### config.mk
export PLATFORM = sky130hd
export DESIGN_NAME = ovr_resp
export DESIGN_NICKNAME = d
export VERILOG_FILES = /design/src/ovr_pkg.sv /design/src/ovr_tmr_if.sv /design/src/ovr_resp.sv /design/src/ovr_tmr.sv
export SDC_FILE = /design/constraint.sdc
export NUM_CORES = 1
export LEC_CHECK = 0
export ABC_AREA = 1
export BUFFER_PORTS_ARGS = -buffer_cell sky130_fd_sc_hd__buf_4
export CORE_MARGIN = 2
export CORE_UTILIZATION = 55
export DETAILED_ROUTE_END_ITERATION = 6
export MAX_ROUTING_LAYER = met4
export PLACE_DENSITY = 0.91
export SYNTH_ARGS = -nofsm -noshare
export SYNTH_HDL_FRONTEND = slang
export SYNTH_SLANG_ARGS = --single-unit
### constraint.sdc
create_clock -name ref_clk -period 3.55 [get_ports ref_clk]
set_input_delay 0.1775 -clock ref_clk [delete_from_list [all_inputs] [get_ports ref_clk]]
set_output_delay 0.1775 -clock ref_clk [all_outputs]
set_load 0.05 [all_outputs]
### src/ovr_pkg.sv
// Constants, field layout, modes and states of the over-voltage fault responder
//
// How it works
// - Response 00 ignores over-voltage; output keeps converting.
// - Response 01 keeps running for the delay, then applies the retry setting.
// - Response 10 disables the output at once, then applies the retry setting.
// - Response 11 holds output off while fault persists, then re-enables.
// - Status clear, clear-faults, reset, off-then-on or bias loss clear a latch.
// - Retry 000 means no restart; output stays off until cleared.
// - Retry 1..6 tries that many restarts, then latches off until cleared.
// - Restart attempt starts are spaced by multiplier times the delay unit.
// - Retry 111 restarts forever until off command, bias loss or other fault.
// - Delay field decodes to two to the field value units, 1 to 128.
// - One decoded delay serves both continue time and restart spacing.
// - Unit length comes from the separate timing register, not this one.
// - Fault is present while measured output exceeds the programmed limit.
package ovr_pkg;

    localparam logic [7:0] OVR_CFG_ADDR = 8'h41;
    localparam logic [7:0] OVR_CFG_RESET = 8'h80;
    localparam logic [7:0] OVR_RD_UNMAPPED = 8'h00;

    localparam int OVR_RESP_LO = 6;
    localparam int OVR_RETRY_LO = 3;
    localparam int OVR_DLY_LO = 0;

    localparam logic [1:0] OVR_RESP_IGNORE = 2'h0;
    localparam logic [1:0] OVR_RESP_CONT = 2'h1;
    localparam logic [1:0] OVR_RESP_DISABLE = 2'h2;
    localparam logic [1:0] OVR_RESP_HOLD = 2'h3;

    localparam logic [2:0] OVR_RETRY_NONE = 3'h0;
    localparam logic [2:0] OVR_RETRY_FOREVER = 3'h7;

    localparam logic [7:0] OVR_ONE_UNIT = 8'h01;

    typedef enum logic [6:0] {
        OVR_IDLE = 7'h01,
        OVR_RUN = 7'h02,
        OVR_DELAY = 7'h04,
        OVR_OFF_WAIT = 7'h08,
        OVR_RESTART = 7'h10,
        OVR_LATCH = 7'h20,
        OVR_HOLD = 7'h40
    } ovr_state_e;

    function automatic logic [1:0] ovr_resp_of(input logic [7:0] cfg);
        ovr_resp_of = cfg[OVR_RESP_LO +: 2];
    endfunction : ovr_resp_of

    function automatic logic [2:0] ovr_retry_of(input logic [7:0] cfg);
        ovr_retry_of = cfg[OVR_RETRY_LO +: 3];
    endfunction : ovr_retry_of

    // Power-of-two unit count, 1 up to 128
    function automatic logic [7:0] ovr_units_of(input logic [7:0] cfg);
        ovr_units_of = OVR_ONE_UNIT << cfg[OVR_DLY_LO +: 3];
    endfunction : ovr_units_of

endpackage : ovr_pkg

### src/ovr_tmr_if.sv
// Carrier between the responder and its delay timer
`timescale 1ns/1ps
interface ovr_tmr_if #(parameter int UNIT_W = 16);
    logic start;
    logic stop;
    logic [7:0] units;
    logic [UNIT_W-1:0] unit_cycles;
    logic done;
    logic busy;

    modport ctl (output start, output stop, output units, output unit_cycles,
                 input done, input busy);
    modport tmr (input start, input stop, input units, input unit_cycles,
                 output done, output busy);
endinterface : ovr_tmr_if
### src/ovr_resp.sv
// Output over-voltage fault responder: config register, sequencer and restart control
`timescale 1ns/1ps
module ovr_resp
    import ovr_pkg::*;
#(
    parameter int UNIT_W = 16,
    parameter int VOUT_W = 16
) (
    input wire logic ref_clk,
    input wire logic srst,
    input wire logic cfg_wr,
    input wire logic cfg_rd,
    input wire logic [7:0] cfg_addr,
    input wire logic [7:0] cfg_wdata,
    output logic [7:0] cfg_rdata,
    input wire logic [VOUT_W-1:0] vout_meas,
    input wire logic [VOUT_W-1:0] vout_ov_limit,
    input wire logic [UNIT_W-1:0] delay_unit_cycles,
    input wire logic on_cmd,
    input wire logic bias_ok,
    input wire logic other_fault_off,
    input wire logic clear_faults,
    input wire logic status_bit_clear,
    output logic output_en,
    output logic ov_status,
    output logic ov_present,
    output logic [2:0] attempts,
    output logic [6:0] resp_state
);

    ////////////////////////////////////////////////////////////////////////////
    // Elaboration checks

    generate
        if (VOUT_W < 1 || VOUT_W > 32) begin : g_chk_vout
            $error("ovr_resp: VOUT_W out of range");
        end
        if (UNIT_W < 2 || UNIT_W > 31) begin : g_chk_unit
            $error("ovr_resp: UNIT_W out of range");
        end
        // Field slices must stay inside the config byte
        if (OVR_RESP_LO + 2 > 8 || OVR_RETRY_LO + 3 > 8 ||
            OVR_DLY_LO + 3 > 8) begin : g_chk_fields
            $error("ovr_resp: config field layout does not fit the byte");
        end
    endgenerate

    ////////////////////////////////////////////////////////////////////////////
    // Declarations

    logic [7:0] cfg_r;
    logic [7:0] cfg_rdata_r;
    logic ov_now_r;
    logic ov_status_r;
    logic output_en_r;
    logic [2:0] attempt_r;
    ovr_state_e state_r;
    ovr_state_e state_nxt;

    logic [1:0] resp;
    logic [2:0] retry;
    logic clr;
    logic stop_all;
    logic can_retry;
    logic tmr_start;
    logic tmr_stop;
    logic att_inc;
    logic att_clr;

    ovr_tmr_if #(.UNIT_W(UNIT_W)) tif ();

    ////////////////////////////////////////////////////////////////////////////
    // Decodes

    // Zero retries sends a disable or delay-expiry shutdown straight to the latch
    function automatic logic no_retry(input logic [2:0] r);
        no_retry = (r == OVR_RETRY_NONE);
    endfunction : no_retry

    function automatic logic retry_left(input logic [2:0] r, input logic [2:0] a);
        retry_left = (r == OVR_RETRY_FOREVER) || (a < r);
    endfunction : retry_left

    // States in which the power stage may run
    function automatic logic stage_on(input ovr_state_e s);
        case (s)
            OVR_RUN, OVR_DELAY, OVR_RESTART: begin
                stage_on = 1'b1;
            end
            default: begin
                stage_on = 1'b0;
            end
        endcase
    endfunction : stage_on

    ////////////////////////////////////////////////////////////////////////////
    // Configuration register

    // Writes land on the next edge; a sequence in flight follows the new mode
    always_ff @(posedge ref_clk) begin
        if (srst) begin
            cfg_r <= OVR_CFG_RESET;
        end else if (cfg_wr && cfg_addr == OVR_CFG_ADDR) begin
            cfg_r <= cfg_wdata;
        end
    end

    // Unmapped addresses read as zero
    always_ff @(posedge ref_clk) begin
        if (srst) begin
            cfg_rdata_r <= OVR_RD_UNMAPPED;
        end else if (cfg_rd) begin
            cfg_rdata_r <= (cfg_addr == OVR_CFG_ADDR) ? cfg_r : OVR_RD_UNMAPPED;
        end
    end

    assign resp = ovr_resp_of(cfg_r);
    assign retry = ovr_retry_of(cfg_r);

    ////////////////////////////////////////////////////////////////////////////
    // Fault detection

    // Registered compare keeps the comparator out of the sequencer path
    always_ff @(posedge ref_clk) begin
        if (srst) begin
            ov_now_r <= 1'b0;
        end else begin
            ov_now_r <= vout_meas > vout_ov_limit;
        end
    end

    ////////////////////////////////////////////////////////////////////////////
    // Clear sources

    // Dropping the on command or bias is the off half of off-then-on
    assign clr = clear_faults || status_bit_clear || !on_cmd || !bias_ok;
    // Another fault stops the sequence and frees a latch as a clear does, but leaves status set
    assign stop_all = clr || other_fault_off;

    // Forever retry ignores the attempt count
    assign can_retry = retry_left(retry, attempt_r);

    ////////////////////////////////////////////////////////////////////////////
    // Delay timer

    assign tif.start = tmr_start;
    assign tif.stop = tmr_stop;
    assign tif.units = ovr_units_of(cfg_r);
    assign tif.unit_cycles = delay_unit_cycles;

    ovr_tmr #(.UNIT_W(UNIT_W)) u_tmr (
        .ref_clk(ref_clk),
        .srst(srst),
        .t(tif.tmr)
    );

    ////////////////////////////////////////////////////////////////////////////
    // Sequencer

    always_ff @(posedge ref_clk) begin
        if (srst) begin
            state_r <= OVR_IDLE;
        end else begin
            state_r <= state_nxt;
        end
    end

    always_comb begin
        state_nxt = state_r;
        tmr_start = 1'b0;
        tmr_stop = 1'b0;
        att_inc = 1'b0;
        att_clr = 1'b0;
        // Any stop overrides the sequence, so no state can outlive a clear
        if (stop_all) begin
            state_nxt = OVR_IDLE;
            tmr_stop = 1'b1;
            att_clr = 1'b1;
        end else begin
            case (state_r)
                OVR_IDLE: begin
                    state_nxt = OVR_RUN;
                end
                OVR_RUN: begin
                    if (ov_now_r) begin
                        case (resp)
                            OVR_RESP_CONT: begin
                                state_nxt = OVR_DELAY;
                                tmr_start = 1'b1;
                            end
                            OVR_RESP_DISABLE: begin
                                if (no_retry(retry)) begin
                                    state_nxt = OVR_LATCH;
                                end else begin
                                    state_nxt = OVR_OFF_WAIT;
                                    tmr_start = 1'b1;
                                end
                            end
                            OVR_RESP_HOLD: begin
                                state_nxt = OVR_HOLD;
                            end
                            default: begin
                                state_nxt = OVR_RUN;
                            end
                        endcase
                    end
                end
                OVR_DELAY: begin
                    // Output stays on through the delay
                    if (tif.done) begin
                        if (!ov_now_r) begin
                            state_nxt = OVR_RUN;
                        end else if (no_retry(retry)) begin
                            state_nxt = OVR_LATCH;
                        end else begin
                            state_nxt = OVR_OFF_WAIT;
                            tmr_start = 1'b1;
                        end
                    end
                end
                OVR_OFF_WAIT: begin
                    // Timer was started at the shutdown or the previous attempt start, so
                    // attempt starts stay one interval apart
                    if (tif.done) begin
                        state_nxt = OVR_RESTART;
                        tmr_start = 1'b1;
                        att_inc = 1'b1;
                    end
                end
                OVR_RESTART: begin
                    // A fault inside the attempt window fails the attempt
                    if (ov_now_r) begin
                        if (can_retry) begin
                            state_nxt = OVR_OFF_WAIT;
                        end else begin
                            state_nxt = OVR_LATCH;
                            tmr_stop = 1'b1;
                        end
                    end else if (tif.done) begin
                        state_nxt = OVR_RUN;
                        att_clr = 1'b1;
                    end
                end
                OVR_LATCH: begin
                    state_nxt = OVR_LATCH;
                end
                OVR_HOLD: begin
                    if (!ov_now_r) begin
                        state_nxt = OVR_RUN;
                    end
                end
                default: begin
                    state_nxt = OVR_IDLE;
                    tmr_stop = 1'b1;
                end
            endcase
        end
    end

    ////////////////////////////////////////////////////////////////////////////
    // Attempt counter

    always_ff @(posedge ref_clk) begin
        if (srst || att_clr) begin
            attempt_r <= 3'h0;
        end else if (att_inc && attempt_r != OVR_RETRY_FOREVER) begin
            attempt_r <= attempt_r + 3'h1;
        end
    end

    ////////////////////////////////////////////////////////////////////////////
    // Output enable and status

    // Off only in states where the output is disabled or not commanded
    always_ff @(posedge ref_clk) begin
        if (srst) begin
            output_en_r <= 1'b0;
        end else begin
            output_en_r <= stage_on(state_nxt);
        end
    end

    // A new detection wins over a clear in the same cycle
    // Off-then-on leaves status set; only the two clear commands drop it
    always_ff @(posedge ref_clk) begin
        if (srst) begin
            ov_status_r <= 1'b0;
        end else if (ov_now_r && resp != OVR_RESP_IGNORE && on_cmd && bias_ok) begin
            ov_status_r <= 1'b1;
        end else if (clear_faults || status_bit_clear) begin
            ov_status_r <= 1'b0;
        end
    end

    assign cfg_rdata = cfg_rdata_r;
    assign output_en = output_en_r;
    assign ov_status = ov_status_r;
    assign ov_present = ov_now_r;
    assign attempts = attempt_r;
    assign resp_state = state_r;

endmodule : ovr_resp

### src/ovr_tmr.sv
// Delay timer counting whole delay units of a programmable cycle length
`timescale 1ns/1ps
module ovr_tmr
    import ovr_pkg::*;
#(
    parameter int UNIT_W = 16
) (
    input wire logic ref_clk,
    input wire logic srst,
    ovr_tmr_if.tmr t
);

    logic busy_r;
    logic [UNIT_W-1:0] cyc_r;
    logic [7:0] left_r;
    logic unit_end;

    generate
        if (UNIT_W < 2 || UNIT_W > 31) begin : g_chk
            $error("ovr_tmr: UNIT_W out of range");
        end
    endgenerate

    // A zero unit length behaves as one cycle so the timer never hangs
    assign unit_end = (t.unit_cycles == '0) ||
                      (cyc_r >= t.unit_cycles - UNIT_W'(1));

    always_ff @(posedge ref_clk) begin
        if (srst || t.stop) begin
            busy_r <= 1'b0;
            cyc_r <= '0;
            left_r <= 8'h00;
        end else if (t.start) begin
            busy_r <= 1'b1;
            cyc_r <= '0;
            left_r <= t.units;
        end else if (busy_r) begin
            if (unit_end) begin
                cyc_r <= '0;
                left_r <= left_r - 8'h01;
                if (left_r == OVR_ONE_UNIT) begin
                    busy_r <= 1'b0;
                end
            end else begin
                cyc_r <= cyc_r + UNIT_W'(1);
            end
        end
    end

    // Done marks the last cycle of the last unit, so the caller moves on the
    // very edge the interval ends and attempt starts stay exactly one delay apart
    assign t.done = busy_r && unit_end && (left_r == OVR_ONE_UNIT);
    assign t.busy = busy_r;

endmodule : ovr_tmr

Word-level counts from Yosys, hierarchy flattened
Index checks and enable logic that the tools add are counted.
Cells by class
  add/subtract/negate cells: 4
  eq/ne operators: 17
  shift operators: 1
  mux-type cells: 41
  order comparisons: 3
  reductions and logical operators: 27
Operator list (number)
  $mux 7: 7
  $pmux 7 s7: 1
  $mux 8: 4
  $mux 1: 21
  $pmux 7 s3: 1
  $mux 6: 3
  $add 16x1->16 const B: 1
  $ge 16x16->1: 1
  $gt 16x16->1: 1
  $logic_not 16->1: 1
  $mux 16: 1
  $sub 16x1->16 const B: 1
  $eq 7x2->1 const B: 2
  $eq 7x3->1 const B: 2
  $eq 7x5->1 const B: 2
  $eq 8x1->1 const B: 1
  $eq 8x7->1 const B: 1
  $logic_or 1x1->1: 8
  $reduce_bool 2->1: 4
  $shl 1x3->8 const A: 1
  $sub 8x1->8 const B: 1
  $eq 7x1->1 const B: 1
  $eq 7x4->1 const B: 1
  $eq 7x6->1 const B: 1
  other kinds (16): 25
Word-level totals
  output and inout port bits: 21
  logic and storage cells: 103
  bits in registers: 54

Logic depth before layout (Yosys ltp)
  word-level depth: 12
  depth in mapped cells: 26
  depth with buffers taken out: 26

Modules after synthesis
From an unflattened synthesis, not the netlist that was laid out.
Second synthesis, totals
  cells, all modules: 634
  area, all modules: 4229.1 sq um
Modules (own cells, without submodules)
  ovr_tmr: times used 1, seq. area each 500.5 sq um, area an instance 2127.0 sq um, cells each 323
  ovr_resp: times used 1, seq. area each 580.6 sq um, area an instance 2102.0 sq um, cells each 311

Worst setup path after synthesis
No wires, ideal clock.
  path type: in2reg
  start point: in delay_unit_cycles[0]
  end point: reg u_tmr.left_r[3]
  stages on the path: 21
  setup slack: 0.672 ns
  arrival: 2.812 ns
  data required time: 3.484 ns
  path through: inv_1 > ha_1 > nand2_1 > nor3_1 > nand2_1 > nor4_1 > xor2_1 > inv_1 > ha_1 > nand2_1 > a21oi_1 > nor2_1 > nand2_1 > nor2_1 > nand2_2 > nand4_1 > nand3_2 > nand2_4 > buf_6 > o21ai_0 > a21oi_2
Between the ends
  word-level cells in the longest chain between the ends: 10
Ends and longest elaborated chain
  start, declared: RTL line ovr_resp.sv:18  | input wire logic [UNIT_W-1:0] delay_unit_cycles,
  $sub 16x1->16: RTL line ovr_tmr.sv:26  | (cyc_r >= t.unit_cycles - UNIT_W'(1));
  $ge 16x16->1: RTL line ovr_tmr.sv:26
  $logic_or 1x1->1 *: RTL line ovr_tmr.sv:25  | assign unit_end = (t.unit_cycles == '0) ||
  $logic_and 1x1->1 (2 in series): RTL line ovr_tmr.sv:52  | assign t.done = busy_r && unit_end && (left_r == OVR_ONE_UNIT);
  $mux 1, on equally long branches: RTL line ovr_resp.sv:224, ovr_resp.sv:210
  $pmux 1 s3: RTL line ovr_resp.sv:180  | case (state_r)
  $mux 1: RTL line ovr_resp.sv:175  | if (stop_all) begin
  $reduce_bool 2->1 (no line)
  $reduce_and 2->1 (no line)
  end signal, assigned: RTL line ovr_tmr.sv:36  | left_r <= t.units;
  end signal, assigned: RTL line ovr_tmr.sv:40  | left_r <= left_r - 8'h01;
  end, declared: RTL line ovr_tmr.sv:15  | logic [7:0] left_r;
Mark *: on every way between the ends. The rest lies on a longest branch, timed or not.
A chain may end at the register's enable or synchronous reset.

Worst setup path after layout
  start point: in delay_unit_cycles[0]
  end point: reg u_tmr.left_r[5]
Same word-level chain as after synthesis.

==> impl_metrics.csv <==
group,metric,value,unit
outcome,status,"completed",
clock_tree,cts_buffers,5,
clock_tree,holdBufCountCts,0,
logic_synthesis,ys_types,43,
critical_path,crit_start,"delay_unit_cycles[0]",
sta,fin_skew,0.0147,ns
place,gp_congestion,0.943,
grt,grt_pass1_vias,4313,
grt,grt_max_degree,21,
clock_tree,cts_tree,"done",
sta,timing.final.crit_share,86.9,%
drt,wl_per_cell,12.3,um
die,die_h,91.7,um
sta,maxSlewViolCount,0,
logic_synthesis,synth_seq_area_share,25.6,%
clock_tree,clock_latency,0.32,ns
place,port_buffers,93,
sta,hold_viol,0,
clock_tree,cts_buffer_depth,2,
logic_synthesis,synth-main-ff-cell,"dfxtp_1",
critical_path,cp-start-kind,"input port",
clock_tree,clk_pin_slew,0.11,ns
critical_path,end_kind,"register",
sta,hold_ws,0.0186,ns
grt,grt.total_usage,25.1,%
finish,final_util,69.7,%
grt,grt_pass1_wl,17500,um
sta,layout_min_cycle_time,3.09,ns
critical_path,cp.arrival,3.31,ns
logic_synthesis,synth_top_area_share,25.6,%
hold_path,hp-class,"in -> reg",
finish,most-common-layout-cells,"nand2_1 (116), inv_1 (99), buf_4 (93)",
die,die_w,91.7,um
power,leakage,2.51,nW
logic_synthesis,synth_area_per_cell,6.78,um^2
sta,relSlewSlack,60.2,%
logic_synthesis,synth-async-reset-ratio,0,%
die,rows,31,
sta,fmax,324,MHz
hold_path,hold_start,"srst",
clock_tree,cts-htree-levels,2,
finish,fill_cells,577,
die,io-pin-count,94,
finish,num_antenna_cells,0,
sta,setup_viol,0,
sta,worstMarginPinSlew,0.592,ns
finish,syn_to_final_growth,20.8,%
drt,drt_iter0_drc,206,
logic_synthesis,synth.largest_area_cell,"dfxtp_1",
drt,num_vias,4272,
drt,vias_per_cell,5.25,
critical_path,crit_path_max_fanout,16,
drt,wirelength,10000,um
grt,grt_antenna_before_repair,0,
logic_synthesis,yosysWarnings,0,
finish,final_common_cell,"nand2_1",
grt,overflow,0,
drt,first_pass_iters,6,
drt,ant_nets,0,
drt,drc_errors,0,
clock_tree,cts.sinks,54,
logic_synthesis,synthesis.nets,743,
die,core,7330,um^2
power,power_density,234,nW/um^2
die,die-area,8410,um^2
critical_path,r2r_start,"u_tmr.cyc_r[7]$_SDFFE_PP0P_",
sta,rsz0062_at_grt,"no",
place,dp_hpwl,8070,um
logic_synthesis,synth_area,4230,um^2
sta,tns,0,ns
finish,drive_above_1_share,18.8,%
logic_synthesis,postSynthCellCount,624,
die,initial_core_util,57.7,%
logic_synthesis,ys_ff_latch,54,
critical_path,path_class,"in -> reg",
logic_synthesis,synth.area.top_cells,"dfxtp_1 (26%), ha_1 (14%), nand2_1 (10%)",
critical_path,required,3.78,ns
power,ir_drop,0.000186,V
job,cap_violations,0,
finish,layout.nets,832,
clock_tree,cts_root_buffer,"clkbuf_8",
logic_synthesis,synth_edf_count,0,
-- cells in the mapped netlist (2+ instances only) --
| cell | count |
|---|---|
| xnor2_1 | 9 |
| ha_1 | 46 |
| nand2_1 | 116 |
| clkbuf_1 | 6 |
| inv_2 | 2 |
| nor4_1 | 8 |
| nand4_1 | 12 |
| nand2_2 | 4 |
| nand2_4 | 2 |
| nand3b_1 | 3 |
| nor3_2 | 6 |
| a21oi_1 | 37 |
| xor2_1 | 20 |
| buf_6 | 3 |
| nand3_1 | 41 |
| nand3_2 | 4 |
| nor3b_1 | 2 |
| a21oi_2 | 3 |
| nor2_4 | 2 |
| nor3_1 | 19 |
| nor2_1 | 78 |
| o21ai_0 | 22 |
| dfxtp_1 | 54 |
| o211ai_1 | 3 |
| inv_1 | 99 |
| buf_2 | 2 |
| nor2_2 | 5 |
-- area by class of cell --
class                      instances  area (um^2)  area share, %
inverter                         102          383           7.49
clock inverter                     2         16.3          0.318
clock buffer                       6         82.6           1.62
tap                               99          124           2.42
timing repair buffer              93          698           13.7
sequential                        54         1080           21.2
multi-input combinational        457         2730           53.3
-- state kept, by name, indices dropped and copies added, names as in the netlist --
name	count
u_tmr.left_r	8
cfg_rdata	8
resp_state	7
output_en	1
u_tmr.cyc_r	16
ov_present	1
u_tmr.t.busy	1
cfg_r	8
attempts	3
ov_status	1
-- critical path, cell delays in order --
cell     delay (ns)
buf_4          0.11
inv_1          0.10
ha_1           0.22
nand2_1        0.14
nor3_1         0.24
nand2_1        0.14
nor4_2         0.18
xor2_1         0.18
inv_1          0.06
ha_1           0.29
nand4_1        0.14
a21oi_1        0.14
nor2_1         0.07
nand2_2        0.14
nand4_1        0.22
nand3_4        0.19
nand2_4        0.15
inv_1          0.19
nor2_1         0.06
nor2_1         0.11
nor2_1         0.05
-- metal layers --
| layer | GRT usage [%] | vias to the layer above | share of wire, % |
|---|---|---|---|
| met2 | 46.0 | 134 | 51 |
| met5 | - | - | 0 |
| met1 | 27.1 | 1921 | 41 |
| met3 | 3.86 | 22 | 5.2 |
| li1 | - | 2195 | - |
| met4 | 9.95 | 0 | 2.2 |
-- power breakdown --
part	switching [W]	leakage, nW	internal, W	total [W]
Combinational	0.000106	2.02	0.0000990	0.000205
Sequential	0.00000625	0.437	0.000612	0.000618
Clock	0.000213	0.0478	0.000161	0.000374
-- cell families after synthesis --
logic type,count (synthesis),synth area share [%]
and+or+nand+nor,308,34.4
DFF,54,25.6
adders and majority gates,46,13.6
AOI/OAI and AO/OA,74,9.82
buffers and inverters,113,10.6
xor gates and xnor gates,29,6.01
-- stage by stage --
| stage | setup WS, ns | total power, W | std cells | instance area, um^2 |
|---|---|---|---|---|
| 6_report | 0.464 | 0.00120 | 813 | 5110 |
| 5_1_grt | 0.0276 | 0.00125 | 813 | 5110 |
| 4_1_cts | 0.342 | 0.00120 | 813 | 5080 |
| 3_5_place_dp | 0.0387 | 0.000836 | 805 | 4980 |
| 3_3_place_gp | 0.182 | 0.000826 | 805 | 4980 |
| 2_1_floorplan | 0.672 | 0.000736 | 624 | 4230 |
-- final timing paths --
check,cells after the start,slack (ns),end
worst max-delay path,21,0.46,u_tmr.left_r[5]$_SDFFE_PP0P_
worst min-delay path,2,0.02,ov_status$_SDFFE_PP0P_
worst max register to register,16,1.16,u_tmr.left_r[5]$_SDFFE_PP0P_
worst min register to register,2,0.47,ov_status$_SDFFE_PP0P_
-- what timing repair did --
action,4_1_cts,5_1_grt
setup buffers,0,0
setup endpoints to repair,0,14
resized for setup,0,4
Note: power is estimated with default switching activity, not from simulation.
